--- src/rtl/vcm_pkg.sv ---
/*
 * Package for the voice codec mode control register bank: register indices,
 * field positions, reset values, mode codes, timing constants and carriers.
 * Assumes a 40 MHz system clock and a classic Wishbone slave with 32-bit data.
 */
package vcm_pkg;

  // ----------------------------------------------------------------
  // Register map
  // ----------------------------------------------------------------
  // The printed register indices are 0..3; byte address is four times the index
  localparam logic [4:0] IDX_BASIC = 5'h00;   // basic_mode_control
  localparam logic [4:0] IDX_CODEC = 5'h01;   // codec_path_control
  localparam logic [4:0] IDX_SLOT = 5'h02;    // pcm_slot_control
  localparam logic [4:0] IDX_GAIN = 5'h03;    // voice_gain_control
  localparam logic [4:0] IDX_STATUS = 5'h04;  // Read-only status of the block
  localparam int ADDR_LSB = 2;                // Word aligned registers
  localparam int ADDR_W = 7;                  // Byte address width decoded

  localparam logic [7:0] REG_RESET = 8'h00;   // All control registers clear

  // ----------------------------------------------------------------
  // Field positions
  // ----------------------------------------------------------------
  localparam int B_SLEEP = 6;      // whole_chip_sleep
  localparam int B_SLEEPRST = 5;   // sleep_with_reset
  localparam int F_MODE_LO = 0;    // operating_state_select low bit
  localparam int F_MODE_HI = 3;    // operating_state_select high bit
  localparam int B_ALGO = 7;       // codec_algorithm_select
  localparam int B_CRST = 6;       // codec_state_reset
  localparam int B_CSLOT = 5;      // Compressed data time slot
  localparam int B_TXSIL = 4;      // Transmit silence
  localparam int B_RXATT = 3;      // Receive attenuation enable
  localparam int F_ATT_LO = 0;     // rx_attenuation_level
  localparam int F_ATT_HI = 2;
  localparam int B_VOUT = 7;       // voice_codec_out_idle
  localparam int B_VIN = 6;        // Voice codec input idle
  localparam int F_LN_LO = 3;      // line_port_slot
  localparam int F_LN_HI = 5;
  localparam int F_AC_LO = 0;      // acoustic_port_slot
  localparam int F_AC_HI = 2;
  localparam int F_TXG_LO = 4;     // tx_voice_gain
  localparam int F_TXG_HI = 7;
  localparam int F_RXG_LO = 0;     // rx_voice_gain
  localparam int F_RXG_HI = 3;

  // ----------------------------------------------------------------
  // Modes and codes
  // ----------------------------------------------------------------
  localparam logic [3:0] MODE_INITIAL = 4'h0;  // Initial mode
  localparam logic [3:0] MODE_NORMAL = 4'h2;   // Normal speech mode
  localparam logic [3:0] MODE_EXTEC = 4'h5;    // Extended echo canceler mode
  localparam logic [2:0] SLOT_NONE = 3'h0;     // Port not assigned
  localparam logic [2:0] ATT_MUTE = 3'h7;      // Full receive mute
  localparam logic [2:0] ATT_THRU = 3'h0;      // Pass-through
  localparam logic [3:0] GAIN_ZERO = 4'h0;     // 0 dB

  // Settle state: Gray codes along settle -> ready
  typedef enum logic [1:0] {
    VCM_SETTLE = 2'b00,
    VCM_READY = 2'b01
  } vcm_state_t;

  // ----------------------------------------------------------------
  // Timing
  // ----------------------------------------------------------------
  localparam int CLK_HZ = 40000000;         // System clock rate
  localparam int SETTLE_MS = 200;           // Settling time spent in initial mode
  localparam int SETTLE_CYC = CLK_HZ / 1000 * SETTLE_MS;  // Longest time, rounded down

  // ----------------------------------------------------------------
  // Carriers
  // ----------------------------------------------------------------
  typedef struct packed {
    logic [3:0] mode;        // Effective operating state
    logic sleep;             // Whole device powered down
    logic toneDetect;        // MF and call progress detector active
    logic ansDetect;         // 2100 Hz detector on both PCM inputs
    logic longEcho;          // Echo canceler covers 54 ms
    logic voiceCodecOn;      // Internal voice PCM codec active
    logic memWriteOk;        // Default parameter memory writable
    logic pcmIdleAll;        // All PCM pins carry idle pattern
  } vcm_mode_t;

  typedef struct packed {
    logic codecAdpcm32;      // 32 kbps adaptive differential coding
    logic codecSlot2;        // Compressed data in slot 2
    logic txSilence;         // Outgoing compressed data muted
    logic rxMuteFull;        // Receive path fully muted
    logic [2:0] rxAtten;     // Effective attenuation steps of 6 dB
    logic voiceOutIdle;      // Voice codec transmit pin sends idle
    logic voiceInIdle;       // Voice codec receive pin treated as idle
    logic [2:0] lineSlot;    // Line port slot, 0 = none
    logic [2:0] acSlot;      // Acoustic port slot, 0 = none
    logic lineIdleIn;        // Line input replaced by idle
    logic acIdleIn;          // Acoustic input replaced by idle
    logic [3:0] txGain;      // tx_gain_setting, 2 dB steps signed
    logic [3:0] rxGain;      // rx_gain_setting, 2 dB steps signed
  } vcm_path_t;

endpackage

--- src/rtl/vcm_mode_control.sv ---
/*
 * Voice codec mode control register bank with Wishbone classic slave.
 * Holds the four control registers, produces the decoded operating state
 * and path controls for the voice datapath, and times the settle delay.
 * Assumes pins from outside the 40 MHz domain arrive asynchronously.
 */
`timescale 1ns/1ps
`default_nettype none

module vcm_mode_control #(
  parameter int SETTLE_COUNT = vcm_pkg::SETTLE_CYC  // Cycles of the settle delay
) (
  input wire logic clk_sys,                // 40 MHz system clock
  input wire logic rst_b,                  // Async reset, active low
  input wire logic sleepPin_b,             // Power-down pin, active low
  input wire logic sleepResetPin_b,        // Power-down reset pin, active low
  input wire logic mutePin,                // External mute pin
  input wire logic test_select_input,      // Strap from host, 1 = extended mode
  input wire logic [31:0] wb_adr_i,        // Wishbone address
  input wire logic [31:0] wb_dat_i,        // Wishbone write data
  input wire logic [3:0] wb_sel_i,         // Wishbone byte selects
  input wire logic wb_we_i,                // Wishbone write enable
  input wire logic wb_cyc_i,               // Wishbone cycle
  input wire logic wb_stb_i,               // Wishbone strobe
  output logic [31:0] wb_dat_o,            // Wishbone read data
  output logic wb_ack_o,                   // Wishbone acknowledge
  output logic wb_err_o,                   // Wishbone error on unmapped address
  output var vcm_pkg::vcm_mode_t modeOut,  // Decoded operating state
  output var vcm_pkg::vcm_path_t pathOut,  // Decoded path controls
  output logic codecStateReset,            // One-cycle pulse per codec reset write, high while full reset lasts; resets both codec states
  output logic lineOutEnable,              // Line port serial out may drive
  output logic acOutEnable,                // Acoustic port serial out may drive
  output logic deviceReset                 // Internal full reset level
);

  // ----------------------------------------------------------------
  // Pin synchronisers
  // ----------------------------------------------------------------
  logic [2:0] sleepSync;       // Power-down pin stages
  logic [2:0] rstSync;         // Power-down reset pin stages
  logic [2:0] muteSync;        // Mute pin stages
  logic [2:0] testSync;        // Test select stages
  logic sleepPinLvl;           // Filtered power-down pin, 1 = asleep
  logic rstPinLvl;             // Filtered reset pin, 1 = reset
  logic muteLvl;               // Filtered mute
  logic testLvl;               // Filtered test select

  // Reset values equal the idle pin levels, so no false event follows reset
  // Three stages; a change counts once stages two and three agree
  always_ff @(posedge clk_sys or negedge rst_b) begin
    if (!rst_b) begin
      sleepSync <= 3'h7;
      rstSync <= 3'h7;
      muteSync <= 3'h0;
      testSync <= 3'h0;
    end else begin
      sleepSync <= {sleepSync[1:0], sleepPin_b};
      rstSync <= {rstSync[1:0], sleepResetPin_b};
      muteSync <= {muteSync[1:0], mutePin};
      testSync <= {testSync[1:0], test_select_input};
    end
  end

  // Filtered levels hold until the last two stages agree
  always_ff @(posedge clk_sys or negedge rst_b) begin
    if (!rst_b) begin
      sleepPinLvl <= 1'b0;
      rstPinLvl <= 1'b0;
      muteLvl <= 1'b0;
      testLvl <= 1'b0;
    end else begin
      if (sleepSync[1] == sleepSync[2]) begin
        sleepPinLvl <= ~sleepSync[2];
      end
      if (rstSync[1] == rstSync[2]) begin
        rstPinLvl <= ~rstSync[2];
      end
      if (muteSync[1] == muteSync[2]) begin
        muteLvl <= muteSync[2];
      end
      if (testSync[1] == testSync[2]) begin
        testLvl <= testSync[2];
      end
    end
  end

  // ----------------------------------------------------------------
  // Wishbone decode
  // ----------------------------------------------------------------
  logic [7:0] regBasic;        // basic_mode_control
  logic [7:0] regCodec;        // codec_path_control
  logic [7:0] regSlot;         // pcm_slot_control
  logic [7:0] regGain;         // voice_gain_control
  logic [4:0] regIdx;          // Word index of the access
  logic upperZero;             // Address bits above the map are zero
  logic mapped;                // Access hits a register
  logic accessNew;             // First cycle of a request
  logic wrLane0;               // Write with byte lane 0 selected
  logic fullReset;             // Pin reset or self reset bit
  vcm_pkg::vcm_state_t state;  // Settle state
  logic [31:0] settleCnt;      // Settle counter

  assign regIdx = wb_adr_i[vcm_pkg::ADDR_LSB +: 5];
  assign upperZero = (wb_adr_i[31:vcm_pkg::ADDR_W] == 25'h0000000);
  assign mapped = upperZero && (regIdx <= vcm_pkg::IDX_STATUS);
  assign accessNew = wb_cyc_i && wb_stb_i && !wb_ack_o && !wb_err_o;
  // A write lands at the edge where the master samples ack, so the
  // register change and the acknowledge belong to the same edge
  assign wrLane0 = wb_cyc_i && wb_stb_i && wb_we_i && wb_ack_o && wb_sel_i[0];
  assign fullReset = rstPinLvl || regBasic[vcm_pkg::B_SLEEPRST];

  // One-cycle answer; ack or err drops the cycle after it was given
  always_ff @(posedge clk_sys or negedge rst_b) begin
    if (!rst_b) begin
      wb_ack_o <= 1'b0;
      wb_err_o <= 1'b0;
    end else begin
      wb_ack_o <= accessNew && mapped;
      wb_err_o <= accessNew && !mapped;
    end
  end

  // Read data is registered with the ack; bits above 8 read as zero
  always_ff @(posedge clk_sys or negedge rst_b) begin
    if (!rst_b) begin
      wb_dat_o <= 32'h00000000;
    end else if (accessNew && !wb_we_i) begin
      case (regIdx)
        vcm_pkg::IDX_BASIC: wb_dat_o <= {24'h000000, regBasic};
        vcm_pkg::IDX_CODEC: wb_dat_o <= {24'h000000, regCodec};
        vcm_pkg::IDX_SLOT: wb_dat_o <= {24'h000000, regSlot};
        vcm_pkg::IDX_GAIN: wb_dat_o <= {24'h000000, regGain};
        vcm_pkg::IDX_STATUS: wb_dat_o <= {24'h000000, fullReset, modeOut.sleep,
                                          (state == vcm_pkg::VCM_READY), testLvl, modeOut.mode};
        default: wb_dat_o <= 32'h00000000;
      endcase
    end
  end

  // ----------------------------------------------------------------
  // Basic mode register
  // ----------------------------------------------------------------
  // Pin reset clears it; the self reset bit clears all bits, itself included,
  // on the cycle after it is written, so a software reset is a single write
  always_ff @(posedge clk_sys or negedge rst_b) begin
    if (!rst_b) begin
      regBasic <= vcm_pkg::REG_RESET;
    end else if (rstPinLvl) begin
      regBasic <= vcm_pkg::REG_RESET;
    end else if (regBasic[vcm_pkg::B_SLEEPRST]) begin
      regBasic <= vcm_pkg::REG_RESET;
    end else if (wrLane0 && regIdx == vcm_pkg::IDX_BASIC) begin
      regBasic <= wb_dat_i[7:0] & 8'h6F;  // Unused bits 7 and 4 read zero
    end
  end

  // ----------------------------------------------------------------
  // Path registers
  // ----------------------------------------------------------------
  // Full reset clears them; power-down alone keeps them
  always_ff @(posedge clk_sys or negedge rst_b) begin
    if (!rst_b) begin
      regCodec <= vcm_pkg::REG_RESET;
      regSlot <= vcm_pkg::REG_RESET;
      regGain <= vcm_pkg::REG_RESET;
    end else if (fullReset) begin
      regCodec <= vcm_pkg::REG_RESET;
      regSlot <= vcm_pkg::REG_RESET;
      regGain <= vcm_pkg::REG_RESET;
    end else if (wrLane0) begin
      // Codec reset bit is a strobe and never stored
      if (regIdx == vcm_pkg::IDX_CODEC) begin
        regCodec <= wb_dat_i[7:0] & 8'hBF;
      end
      if (regIdx == vcm_pkg::IDX_SLOT) begin
        regSlot <= wb_dat_i[7:0];
      end
      if (regIdx == vcm_pkg::IDX_GAIN) begin
        regGain <= wb_dat_i[7:0];
      end
    end
  end

  // Pulse both codec state resets on a write of 1, or on full reset
  always_ff @(posedge clk_sys or negedge rst_b) begin
    if (!rst_b) begin
      codecStateReset <= 1'b0;
    end else begin
      codecStateReset <= fullReset ||
                         (wrLane0 && regIdx == vcm_pkg::IDX_CODEC && wb_dat_i[vcm_pkg::B_CRST]);
    end
  end

  // ----------------------------------------------------------------
  // Settle timing
  // ----------------------------------------------------------------
  logic sleepAll;              // Combined power-down
  logic sleepPrev;             // Power-down one cycle ago
  logic restartSettle;         // Event that restarts the delay

  assign sleepAll = sleepPinLvl || regBasic[vcm_pkg::B_SLEEP];
  assign restartSettle = fullReset || (sleepAll != sleepPrev);

  // The counter is 32 bits wide so the default count of several million fits
  // Async, pin or self reset, or any power-down edge, forces initial mode for the settle time
  always_ff @(posedge clk_sys or negedge rst_b) begin
    if (!rst_b) begin
      state <= vcm_pkg::VCM_SETTLE;
      settleCnt <= 32'h00000000;
      sleepPrev <= 1'b0;
    end else begin
      sleepPrev <= sleepAll;
      case (state)
        vcm_pkg::VCM_SETTLE: begin
          if (restartSettle) begin
            settleCnt <= 32'h00000000;
          end else if (settleCnt >= 32'(SETTLE_COUNT - 1)) begin
            state <= vcm_pkg::VCM_READY;
          end else begin
            settleCnt <= settleCnt + 32'h00000001;
          end
        end
        vcm_pkg::VCM_READY: begin
          if (restartSettle) begin
            state <= vcm_pkg::VCM_SETTLE;
            settleCnt <= 32'h00000000;
          end
        end
        default: state <= vcm_pkg::VCM_SETTLE;
      endcase
    end
  end

  // ----------------------------------------------------------------
  // Mode decode
  // ----------------------------------------------------------------
  logic [3:0] modeReq;         // Mode the register asks for
  logic [3:0] modeEff;         // Mode in force

  assign modeReq = regBasic[vcm_pkg::F_MODE_HI:vcm_pkg::F_MODE_LO];
  // Reserved codes and the settle window both fall back to initial mode
  // A mismatched test select strap is the host's fault; the mode follows the register
  assign modeEff = (state != vcm_pkg::VCM_READY || sleepAll) ? vcm_pkg::MODE_INITIAL :
                   (modeReq == vcm_pkg::MODE_NORMAL || modeReq == vcm_pkg::MODE_EXTEC) ?
                   modeReq : vcm_pkg::MODE_INITIAL;

  // Mode outputs registered
  always_ff @(posedge clk_sys or negedge rst_b) begin
    if (!rst_b) begin
      modeOut <= '0;
      deviceReset <= 1'b1;
    end else begin
      deviceReset <= fullReset;
      modeOut.mode <= modeEff;
      modeOut.sleep <= sleepAll;
      modeOut.pcmIdleAll <= (modeEff == vcm_pkg::MODE_INITIAL);
      modeOut.memWriteOk <= (modeEff == vcm_pkg::MODE_INITIAL);
      modeOut.toneDetect <= (modeEff == vcm_pkg::MODE_NORMAL) ||
                            (modeEff == vcm_pkg::MODE_EXTEC);
      modeOut.ansDetect <= (modeEff == vcm_pkg::MODE_EXTEC);
      modeOut.longEcho <= (modeEff == vcm_pkg::MODE_EXTEC);
      modeOut.voiceCodecOn <= (modeEff == vcm_pkg::MODE_NORMAL);
    end
  end

  // ----------------------------------------------------------------
  // Path decode
  // ----------------------------------------------------------------
  logic [2:0] lineSel;         // line_port_slot
  logic [2:0] acSel;           // acoustic_port_slot
  logic attOn;                 // Attenuation in force

  assign lineSel = regSlot[vcm_pkg::F_LN_HI:vcm_pkg::F_LN_LO];
  assign acSel = regSlot[vcm_pkg::F_AC_HI:vcm_pkg::F_AC_LO];
  assign attOn = regCodec[vcm_pkg::B_RXATT] && !muteLvl;

  // Output enables follow the slot field alone; the serial logic picks the slot
  // Path outputs registered
  always_ff @(posedge clk_sys or negedge rst_b) begin
    if (!rst_b) begin
      pathOut <= '0;
      lineOutEnable <= 1'b0;
      acOutEnable <= 1'b0;
    end else begin
      pathOut.codecAdpcm32 <= !regCodec[vcm_pkg::B_ALGO];
      pathOut.codecSlot2 <= regCodec[vcm_pkg::B_CSLOT];
      pathOut.txSilence <= regCodec[vcm_pkg::B_TXSIL];
      pathOut.rxAtten <= attOn ? regCodec[vcm_pkg::F_ATT_HI:vcm_pkg::F_ATT_LO] : vcm_pkg::ATT_THRU;
      pathOut.rxMuteFull <= attOn && (regCodec[vcm_pkg::F_ATT_HI:vcm_pkg::F_ATT_LO] == vcm_pkg::ATT_MUTE);
      pathOut.voiceOutIdle <= regSlot[vcm_pkg::B_VOUT] || (modeEff == vcm_pkg::MODE_INITIAL);
      pathOut.voiceInIdle <= regSlot[vcm_pkg::B_VIN] || (modeEff == vcm_pkg::MODE_INITIAL);
      pathOut.lineSlot <= lineSel;
      pathOut.acSlot <= acSel;
      pathOut.lineIdleIn <= (lineSel == vcm_pkg::SLOT_NONE) || (modeEff == vcm_pkg::MODE_INITIAL);
      pathOut.acIdleIn <= (acSel == vcm_pkg::SLOT_NONE) || (modeEff == vcm_pkg::MODE_INITIAL);
      lineOutEnable <= (lineSel != vcm_pkg::SLOT_NONE);
      acOutEnable <= (acSel != vcm_pkg::SLOT_NONE);
      pathOut.txGain <= regGain[vcm_pkg::F_TXG_HI:vcm_pkg::F_TXG_LO];
      pathOut.rxGain <= regGain[vcm_pkg::F_RXG_HI:vcm_pkg::F_RXG_LO];
    end
  end

  // ----------------------------------------------------------------
  // Checks
  // ----------------------------------------------------------------
  pin_reset_clears_a: assert property (@(posedge clk_sys) disable iff (!rst_b)
    rstPinLvl |=> regBasic == 8'h00) else $error("basic register not cleared");
  sleep_out_a: assert property (@(posedge clk_sys) disable iff (!rst_b)
    regBasic[6] && !rstPinLvl |=> modeOut.sleep) else $error("sleep not shown");
  self_reset_a: assert property (@(posedge clk_sys) disable iff (!rst_b)
    regBasic[5] |=> regBasic == 8'h00 && regGain == 8'h00) else $error("self reset failed");
  reserved_mode_a: assert property (@(posedge clk_sys) disable iff (!rst_b)
    modeEff != 4'h0 |-> modeEff == 4'h2 || modeEff == 4'h5) else $error("reserved mode in force");
  settle_hold_a: assert property (@(posedge clk_sys) disable iff (!rst_b)
    restartSettle |=> modeEff == 4'h0 [*2]) else $error("settle skipped");
  ext_codec_off_a: assert property (@(posedge clk_sys) disable iff (!rst_b)
    modeEff == 4'h5 |=> !modeOut.voiceCodecOn && modeOut.ansDetect) else $error("ext mode decode");
  codec_reset_pulse_a: assert property (@(posedge clk_sys) disable iff (!rst_b)
    wrLane0 && regIdx == 5'h01 && wb_dat_i[6] |=> codecStateReset ##1 regCodec[6] == 1'b0)
    else $error("codec reset pulse");
  mute_pin_att_a: assert property (@(posedge clk_sys) disable iff (!rst_b)
    muteLvl |=> pathOut.rxAtten == 3'h0 && !pathOut.rxMuteFull) else $error("att with mute pin");
  slot_hiz_a: assert property (@(posedge clk_sys) disable iff (!rst_b)
    regSlot[5:3] == 3'h0 |=> !lineOutEnable && pathOut.lineIdleIn) else $error("line slot none");
  ack_one_a: assert property (@(posedge clk_sys) disable iff (!rst_b)
    wb_ack_o |=> !wb_ack_o) else $error("ack longer than one cycle");
  // Bus answer, decode, reset, retention and settle checks; they watch internal terms so a fault
  // shows where it starts, not only at the registered outputs
  ack_timing_a: assert property (@(posedge clk_sys) disable iff (!rst_b)
    accessNew && mapped |=> wb_ack_o && !wb_err_o) else $error("mapped access not acked");
  err_unmapped_a: assert property (@(posedge clk_sys) disable iff (!rst_b)
    accessNew && !mapped |=> wb_err_o && !wb_ack_o) else $error("unmapped access not refused");
  sleep_keeps_a: assert property (@(posedge clk_sys) disable iff (!rst_b)
    sleepAll && !fullReset && !wrLane0 |=> $stable(regGain) && $stable(regSlot)) else $error("sleep lost state");
  normal_mode_a: assert property (@(posedge clk_sys) disable iff (!rst_b)
    modeEff == vcm_pkg::MODE_NORMAL |=> modeOut.toneDetect && modeOut.voiceCodecOn)
    else $error("normal mode decode");
  initial_idle_a: assert property (@(posedge clk_sys) disable iff (!rst_b)
    modeEff == vcm_pkg::MODE_INITIAL |=> modeOut.pcmIdleAll && modeOut.memWriteOk && pathOut.lineIdleIn)
    else $error("initial mode not idle");
  ac_slot_hiz_a: assert property (@(posedge clk_sys) disable iff (!rst_b)
    acSel == vcm_pkg::SLOT_NONE |=> !acOutEnable && pathOut.acIdleIn) else $error("acoustic slot none");
  gain_copy_a: assert property (@(posedge clk_sys) disable iff (!rst_b)
    1'b1 |=> pathOut.txGain == $past(regGain[vcm_pkg::F_TXG_HI:vcm_pkg::F_TXG_LO]) &&
    pathOut.rxGain == $past(regGain[vcm_pkg::F_RXG_HI:vcm_pkg::F_RXG_LO])) else $error("gain fields");
  dev_reset_a: assert property (@(posedge clk_sys) disable iff (!rst_b)
    fullReset |=> deviceReset && codecStateReset) else $error("full reset not shown");
  settle_early_a: assert property (@(posedge clk_sys) disable iff (!rst_b)
    state == vcm_pkg::VCM_SETTLE && settleCnt < 32'(SETTLE_COUNT - 1) |=> state == vcm_pkg::VCM_SETTLE)
    else $error("settle ended early");

endmodule // vcm_mode_control

`default_nettype wire

--- config.mk ---
export PLATFORM = sky130hd
export DESIGN_NAME = vcm_mode_control
export DESIGN_NICKNAME = d
export VERILOG_FILES = /design/src/rtl/vcm_pkg.sv /design/src/rtl/vcm_mode_control.sv
export SDC_FILE = /design/constraint.sdc
export NUM_CORES = 1
export LEC_CHECK = 0
export BUFFER_PORTS_ARGS = -buffer_cell sky130_fd_sc_hd__buf_2
export CAP_MARGIN = 0
export CORE_ASPECT_RATIO = 1.5
export CORE_UTILIZATION = 47
export CTS_CLUSTER_DIAMETER = 30
export DETAILED_ROUTE_END_ITERATION = 7
export HOLD_SLACK_MARGIN = 0.15
export PLACE_DENSITY_LB_ADDON = 0.2
export SYNTH_ARGS = -nofsm -noshare
export SYNTH_HDL_FRONTEND = slang
export SYNTH_SLANG_ARGS = --single-unit
export TNS_END_PERCENT = 30
--- constraint.sdc ---
create_clock -name clk_sys -period 2.16 [get_ports clk_sys]
set_clock_uncertainty 0.2 [all_clocks]
set_input_delay 0.324 -clock clk_sys [delete_from_list [all_inputs] [get_ports clk_sys]]
set_output_delay 0.324 -clock clk_sys [all_outputs]
set_load 0.02 [all_outputs]
Word level (Yosys, flattened, before mapping)
Index checks and enable logic that the tools add are counted.
Operators by class
  add/sub/neg operators: 1
  order comparisons: 2
  eq/ne operators: 20
  mux-type cells: 24
  bitwise gates (word level): 2
  reductions and logical operators: 51
Operators by type and width (count)
  $mux W32: 3
  $mux W8: 12
  $pmux W32 S2: 1
  $pmux W8 S5: 1
  $add A32 B1 Y32 const B: 1
  $ge A32 B23 Y1 const B: 1
  $logic_not A25 Y1: 1
  $logic_and A1 B1 Y1: 15
  $logic_or A1 B1 Y1: 11
  $eq A5 B2 Y1 const B: 2
  $reduce_bool A2 Y1: 5
  $reduce_bool A3 Y1: 3
  $eq A4 B2 Y1 const B: 2
  $eq A4 B3 Y1 const B: 2
  $mux W4: 2
  $logic_not A1 Y1: 6
  $logic_not A3 Y1: 2
  $mux W2: 3
  $ne A2 B2 Y1 const B: 3
  $reduce_and A2 Y1: 3
  $reduce_and A3 Y1: 2
  $eq A5 B1 Y1 const B: 1
  $eq A5 B3 Y1 const B: 1
  $le A5 B3 Y1 const B: 1
  12 further kinds: 16
Storage, ports and cells
  register bits: 154
  input bits: 77
  output and inout port bits: 74
  logic and storage cells: 141

Longest topological paths before layout
Gate-level depths: netlist of the first run.
  depth after elaboration: 8
  depth in mapped cells: 8
  mapped depth without buffers: 6

Worst setup path after synthesis of the first run
No wires, ideal clock.
  kind: register -> register
  start point: reg settleCnt[25]
  end point: reg settleCnt[17]
  setup time: 0.078 ns
  arrival: 1.955 ns
  required time: 1.882 ns
  path slack: -0.073 ns
  cell stages (with the launch flop): 7
  path buffers: 1
  clock period less this slack: 2.233 ns
  cells stage by stage: dfrtp_1 or4_4 nor4_4 o21ai_2 buf_6 or4_1 a21oi_1
On the way
  longest elaborated chain between the ends: 3
RTL lines
  from (decl): RTL line vcm_mode_control.sv:101  | logic [31:0] settleCnt;
  from (signal assigned): RTL line vcm_mode_control.sv:220  | settleCnt <= settleCnt + 32'h00000001;
  $ge A32 B23 Y1: RTL line vcm_mode_control.sv:217  | end else if (settleCnt >= 32'(SETTLE_COUNT - 1)) begin
  $ne A3 B3 Y1 (no source line)
  $reduce_and A3 Y1 (no source line)
Every way passes these cells.
A chain may end at the register's enable or synchronous reset.

Worst setup path after layout of the first run
  start point: reg settleCnt[28]
  end point: reg settleCnt[15]
Same word-level chain as after synthesis.

==> results of run 1 <==
through the flow:
stage | cells | util, % | hold WS [ns] | setup WS, ns
floorplan | 537 | - | -0.1716 | -0.04070
global placement | 776 | 56.58 | 0.1218 | -0.1926
detailed placement | 776 | 56.58 | 0.1246 | -0.2416
CTS | 844 | 65.48 | 0.1504 | -0.2599
global route | 849 | 67.04 | 0.1510 | -0.3762
finish | 849 | 67.04 | 0.1469 | -0.3086
logic make-up (layout without fill, tap and decap cells):
kind of cell    Yosys count  count (layout)  share of synthesized area [%]
mux                      11              11                          2.033
flops                   126             126                          58.39
other cells               1              25                        0.06925
compound gates           94              94                          11.32
buf+inv                  59             224                          6.285
fa+ha+maj                 3               3                         0.6007
simple gates            219             219                          21.30
layer usage:
metal	part of all wire (%)	wire length, um	GRT usage, %	vias up
met5	0	0	0	-
met4	3.8	556	12.79	0
met3	4.8	701	5.390	43
met2	55	8102	45.66	199
met1	36	5250	26.72	2296
li1	-	-	-	2169
layout make-up:
class	instances	area, um^2
tap	147	183.9
sequential	126	3162
inverter	5	18.77
clock inverter	15	150.1
multi-input combinational	352	2190
fill	857	3664
clock buffer	17	425.4
timing repair buffer	187	1321
sequential cells by signal, summed over array words and instances, names as in the netlist, 3 cells and up:
signal	count
settleCnt	32
muteSync	3
modeOut	9
regGain	8
regCodec	7
rstSync	3
wb_dat_o	8
regBasic	6
pathOut	25
regSlot	8
sleepSync	3
testSync	3
power by group:
group	internal, mW	switching, mW
sequential	2.43	0.0390
combinational	0.157	0.285
clock	1.62	1.12
cells in the final DEF (no fill, tap or decap), types with 13 or more instances in the layout:
cell           synthesis  final
a31oi_1               13     13
buf_2                  5     97
a21oi_1               33     29
clkbuf_16              0     17
nand2_1               48     47
nand3_1               44     43
and2_1                14     14
nor2_1                38     37
dfrtp_1              119    119
dlygate4sd3_1          0     32
buf_4                 28     47
conb_1                 1     25
path summary, 6_finish.rpt:
kind / to / slack (ns) / cells past startpoint
worst max-delay path: settleCnt[15]$_DFFE_PN0P_ / -0.31 / 6
worst min-delay path: testSync[1]$_DFF_PN0_ / 0.15 / 0
worst max register to register: settleCnt[15]$_DFFE_PN0P_ / -0.31 / 6
worst min register to register: testSync[1]$_DFF_PN0_ / 0.15 / 0
max in group asynchronous: deviceReset$_DFF_PN1_ / 1.06 / 3
min in group asynchronous: pathOut[18]$_DFF_PN0_ / 0.23 / 3
what timing repair did:
item,CTS,global route
pin swaps,7,17
hold endpoints to repair,162,0
cloned,0,1
resized for setup,14,35
hold buffers,32,0
buffers inserted,4,4
endpoints found under the setup margin,26,27
==> impl_metrics.tcl, run 1 <==
set metrics [dict create \
    run_status "complete, but fails checks" \
    violations "negative setup slack" \
    start_util_pct 48.72 \
    power.leakage_nw 3.325 \
    syn_inst 513 \
    crit_start "settleCnt[28]$_DFFE_PN0P_" \
    async_flop_share_pct 100.0 \
    core_mm2 0.01111 \
    synth_area_leaders "dfrtp_1 (55%), nand3_1 (4.1%), buf_4 (3.9%)" \
    clk_latency_ns 0.41 \
    slowest_delay_ns 0.56 \
    max_freq_mhz 405.1 \
    critPathLaunchType "flop" \
    ctsLongestPathBuffers 2 \
    grt_usage_pct 25.29 \
    die_w_um 89.64 \
    vias_per_cell 5.544 \
    area_growth_pct 37.59 \
    final_area_mm2 0.007451 \
    relSlewSlack_pct 30.06 \
    crit_path_end_kind "flop" \
    rsz0062_at_grt "true" \
    fin_ws_ns -0.3086 \
    setup_tns_ns -3.797 \
    netlist_area_mm2 0.005415 \
    synth_top_area_share_pct 54.99 \
    yosys_most_used_dff "dfrtp_1" \
    first_pass_iters 6 \
    post_dp_cell_area_mm2 0.006289 \
    critPathTopFamily "simple AND/OR/NAND/NOR gates" \
    wl_per_cell_um 17.21 \
    max-cap-violations 0 \
    tightest_slew_ns 1.041 \
    critPathBufInv 1 \
    gp_congestion 0.8899 \
    cts_sinks 126 \
    arrival_ns 2.61 \
    period_needed_ns 2.469 \
    yosysTopAreaCell "dfrtp_1" \
    syn_avg_cell_area_um2 10.56 \
    drc 0 \
    synth_edf_count 0 \
    path_max_fanout 6 \
    timing.rr.start "settleCnt[28]$_DFFE_PN0P_" \
    fin_nets 767 \
    grt_max_degree 86 \
    dieArea_mm2 0.01196 \
    drv_slew 0 \
    drtIter0Drc 272 \
    path_clk_slew_ns 0.06 \
    htreeDepth 4 \
    ys_seq_area_share_pct 58.39 \
    yosys_warnings 0 \
    cp.required_ns 2.30 \
    synth-seq-cells 126 \
    ant_nets 0 \
    yosysUniqueCellTypes 50 \
    post-route-period-util_pct 114.3 \
    cts_buffers 17 \
    setup_viol 26 \
    clockRootBuffer "clkbuf_16" \
    yosysMostFrequentCell "dfrtp_1" \
    row_count 47 \
    layout-drive-gt1-share_pct 32.76 \
    io_pins 151 \
    hold_viol_final 0 \
    cts_tree "built" \
    grt_pass1_wl_mm 22.50 \
    synth_commonest_cells "dfrtp_1 (119), nand2_1 (48), nand3_1 (44)" \
    worstHoldStart "testSync[0]$_DFF_PN0_" \
    hp-class "reg -> reg" \
    vias 4707 \
    wl_mm 14.61 \
    grt_pass1_vias 4681 \
    place_hpwl_mm 9.508 \
    grt_overflow 0 \
    p_per_area_mw_per_mm2 758.3 \
    diodes 0 \
    antenna_found_initial 0 \
    port_buffers 97 \
    crit_type "reg -> reg" \
    total_power_mw 5.650 \
    ir_worst_vdd_mv 0.5349 \
    cpMaxStageDelayCell "or4_4" \
    path_cells "or4_4, nor4_4, o21ai_4, buf_6, or4_4, a21oi_2" \
    die_y_um 133.5 \
    crit_path_frequent_cell "or4_4" \
]
Note: power is estimated with default switching activity, not from simulation.
==> run 2, diff against run 1 <==
TNS_END_PERCENT = 50   (was 30)
==> run 2 against run 1 <==
Compared with the run above: the run still ends with negative setup slack left; sequential share of layout area grew 0.21 points; clock power grew 7.7%; flip-flop and latch count is the same; via count is the same; worst hold slack gained 0.0032 ns; design area shrank 0.49%; utilization shrank 0.33 points; non-clock buffer count shrank 5.
==> impl_metrics.tcl, run 2 (synthesis results as in run 1) <==
set metrics [dict create \
    whs_endpoint "muteSync[1]$_DFF_PN0_" \
    grt_max_degree 42 \
    top_regs "settleCnt (32), pathOut (25), modeOut (9)" \
    layout_common_cells "dfrtp_1 (119), buf_2 (97), nand2_1 (48)" \
    path_clk_slew_ns 0.06 \
    reg2reg_slack_ns -0.23 \
    tightest_slew_ns 1.037 \
    r2r_end "settleCnt[4]$_DFFE_PN0P_" \
    grt_pass1_vias 4623 \
    htreeDepth 4 \
    p_per_area_mw_per_mm2 792.1 \
    path_max_fanout 7 \
    max-cap-violations 0 \
    drv_slew 0 \
    period_needed_ns 2.391 \
    area_growth_pct 36.92 \
    rsz0062_at_grt "true" \
    cts_buffers 17 \
    worstHoldStart "muteSync[0]$_DFF_PN0_" \
    cts_tree "built" \
    hold_viol_final 0 \
    io_pins 151 \
    dieArea_mm2 0.01196 \
    grt_usage_pct 25.36 \
    relSlewSlack_pct 30.36 \
    regMostFlops "settleCnt" \
    die_w_um 89.64 \
    grt_overflow 0 \
    core_mm2 0.01111 \
    layout-drive-gt1-share_pct 31.71 \
    row_count 47 \
    post_layout_nonfiller_instances 844 \
    ctsLongestPathBuffers 2 \
    vias 4707 \
    fin_ws_ns -0.2310 \
    reg2regPathDepth 6 \
    wl_mm 14.73 \
    arrival_ns 2.53 \
    violations "negative setup slack" \
    final_common_cell "dfrtp_1" \
    diodes 0 \
    largest_reg_flops 32 \
    drtIter0Drc 269 \
    setup_viol 26 \
    power.leakage_nw 3.328 \
    ant_nets 0 \
    run_status "complete, but fails checks" \
    max_freq_mhz 418.2 \
    cp.required_ns 2.30 \
    first_pass_iters 5 \
    nFillCells 825 \
    hp-class "reg -> reg" \
    clockRootBuffer "clkbuf_16" \
    critPathLaunchType "flop" \
    fin_nets 762 \
    final_util_pct 66.71 \
    place_hpwl_mm 9.563 \
    crit_path_end_kind "flop" \
    clk_latency_ns 0.41 \
    gp_congestion 0.8683 \
    start_util_pct 48.72 \
    crit_type "reg -> reg" \
    vias_per_cell 5.577 \
    ir_worst_vdd_mv 0.5459 \
    timing.rr.start "settleCnt[26]$_DFFE_PN0P_" \
    min_path_cells 0 \
    grt_pass1_wl_mm 22.50 \
    port_buffers 97 \
    wl_per_cell_um 17.46 \
    cts_sinks 126 \
    die_y_um 133.5 \
    drc 0 \
    post-route-period-util_pct 110.7 \
    antenna_found_initial 0 \
    dp.cells 772 \
]
==> run 2: cell count changes in the layout (fill, tap and decap cells not counted), sizes merged <==
cell,previous run,this run
clkbuf,17,19
inv,14,10
clkinv,2,5
bufinv,1,3
buf,155,147
dlygate4sd3,32,35
clkinvlp,3,0
==> run 2: per-stage QoR <==
| stage | setup WS, ns | hold WS, ns | instance area [um^2] | TNS (ns) | total power, mW |
|---|---|---|---|---|---|
| finish | -0.2310 | 0.1501 | 7415 | -3.198 | 5.873 |
| global route | -0.3079 | 0.1549 | 7415 | -5.694 | 6.067 |
| CTS | -0.2135 | 0.1512 | 7296 | -3.216 | 5.904 |
| detailed placement | -0.2290 | 0.09510 | 6248 | -3.339 | 2.902 |
| global placement | -0.1607 | 0.09479 | 6248 | -2.239 | 2.895 |
| floorplan | -0.04070 | -0.1716 | 5522 | -0.1221 | 2.727 |
==> run 2: how the worst max path moves through the flow <==
stage / start / to / slack (ns) / cells after the start
2_1_floorplan: settleCnt[26]$_DFFE_PN0P_ / settleCnt[5]$_DFFE_PN0P_ / -0.04 / 7
4_1_cts: settleCnt[25]$_DFFE_PN0P_ / settleCnt[4]$_DFFE_PN0P_ / -0.21 / 6
5_1_grt: settleCnt[26]$_DFFE_PN0P_ / settleCnt[8]$_DFFE_PN0P_ / -0.31 / 6
3_5_place_dp: settleCnt[26]$_DFFE_PN0P_ / settleCnt[4]$_DFFE_PN0P_ / -0.23 / 6
3_3_place_gp: settleCnt[26]$_DFFE_PN0P_ / settleCnt[8]$_DFFE_PN0P_ / -0.16 / 6
6_report: settleCnt[26]$_DFFE_PN0P_ / settleCnt[4]$_DFFE_PN0P_ / -0.23 / 6
==> run 2: cell type report <==
type	instances	area, um^2	area share [%]
Sequential cell	126	3162	42.64
Multi-Input combinational cell	352	2151	29.01
Tap cell	147	183.9	2.481
Clock buffer	19	442.9	5.974
Clock inverter	13	177.7	2.396
Timing Repair Buffer	182	1279	17.25
Inverter	5	18.77	0.2531
==> run 2: power breakdown <==
part | switching [mW] | total, mW | internal (mW) | leakage (nW)
clock network | 1.08 | 2.95 | 1.87 | 0.304
registers | 0.0376 | 2.47 | 2.43 | 1.66
logic | 0.290 | 0.454 | 0.164 | 1.37
total | 1.41 | 5.87 | 4.46 | 3.33
==> run 2: worst max-delay path: stages (launching register included) <==
cell     delay, ns
dfrtp_1       0.38
or4_4         0.54
nor4_4        0.32
o21ai_4       0.17
buf_6         0.16
or4_4         0.42
a21oi_2       0.13
==> run 2: timing repair <==
| action | 4_1_cts | 5_1_grt |
|---|---|---|
| hold endpoints to repair | 155 | 0 |
| setup buffers | 2 | 2 |
| pin swaps | 5 | 12 |
| endpoints found under the setup margin | 26 | 28 |
| gates cloned | 0 | 1 |
| gates resized for setup | 13 | 28 |
| hold buffers | 35 | 0 |
==> run 2: per-layer routing <==
metal  wire length [um]  vias to the layer above  GRT usage [%]
met3                784                       43          6.134
met2               7951                      201          44.99
li1                   -                     2159              -
met5                  0                        -              0
met1               5306                     2304          26.52
met4                690                        0          14.02
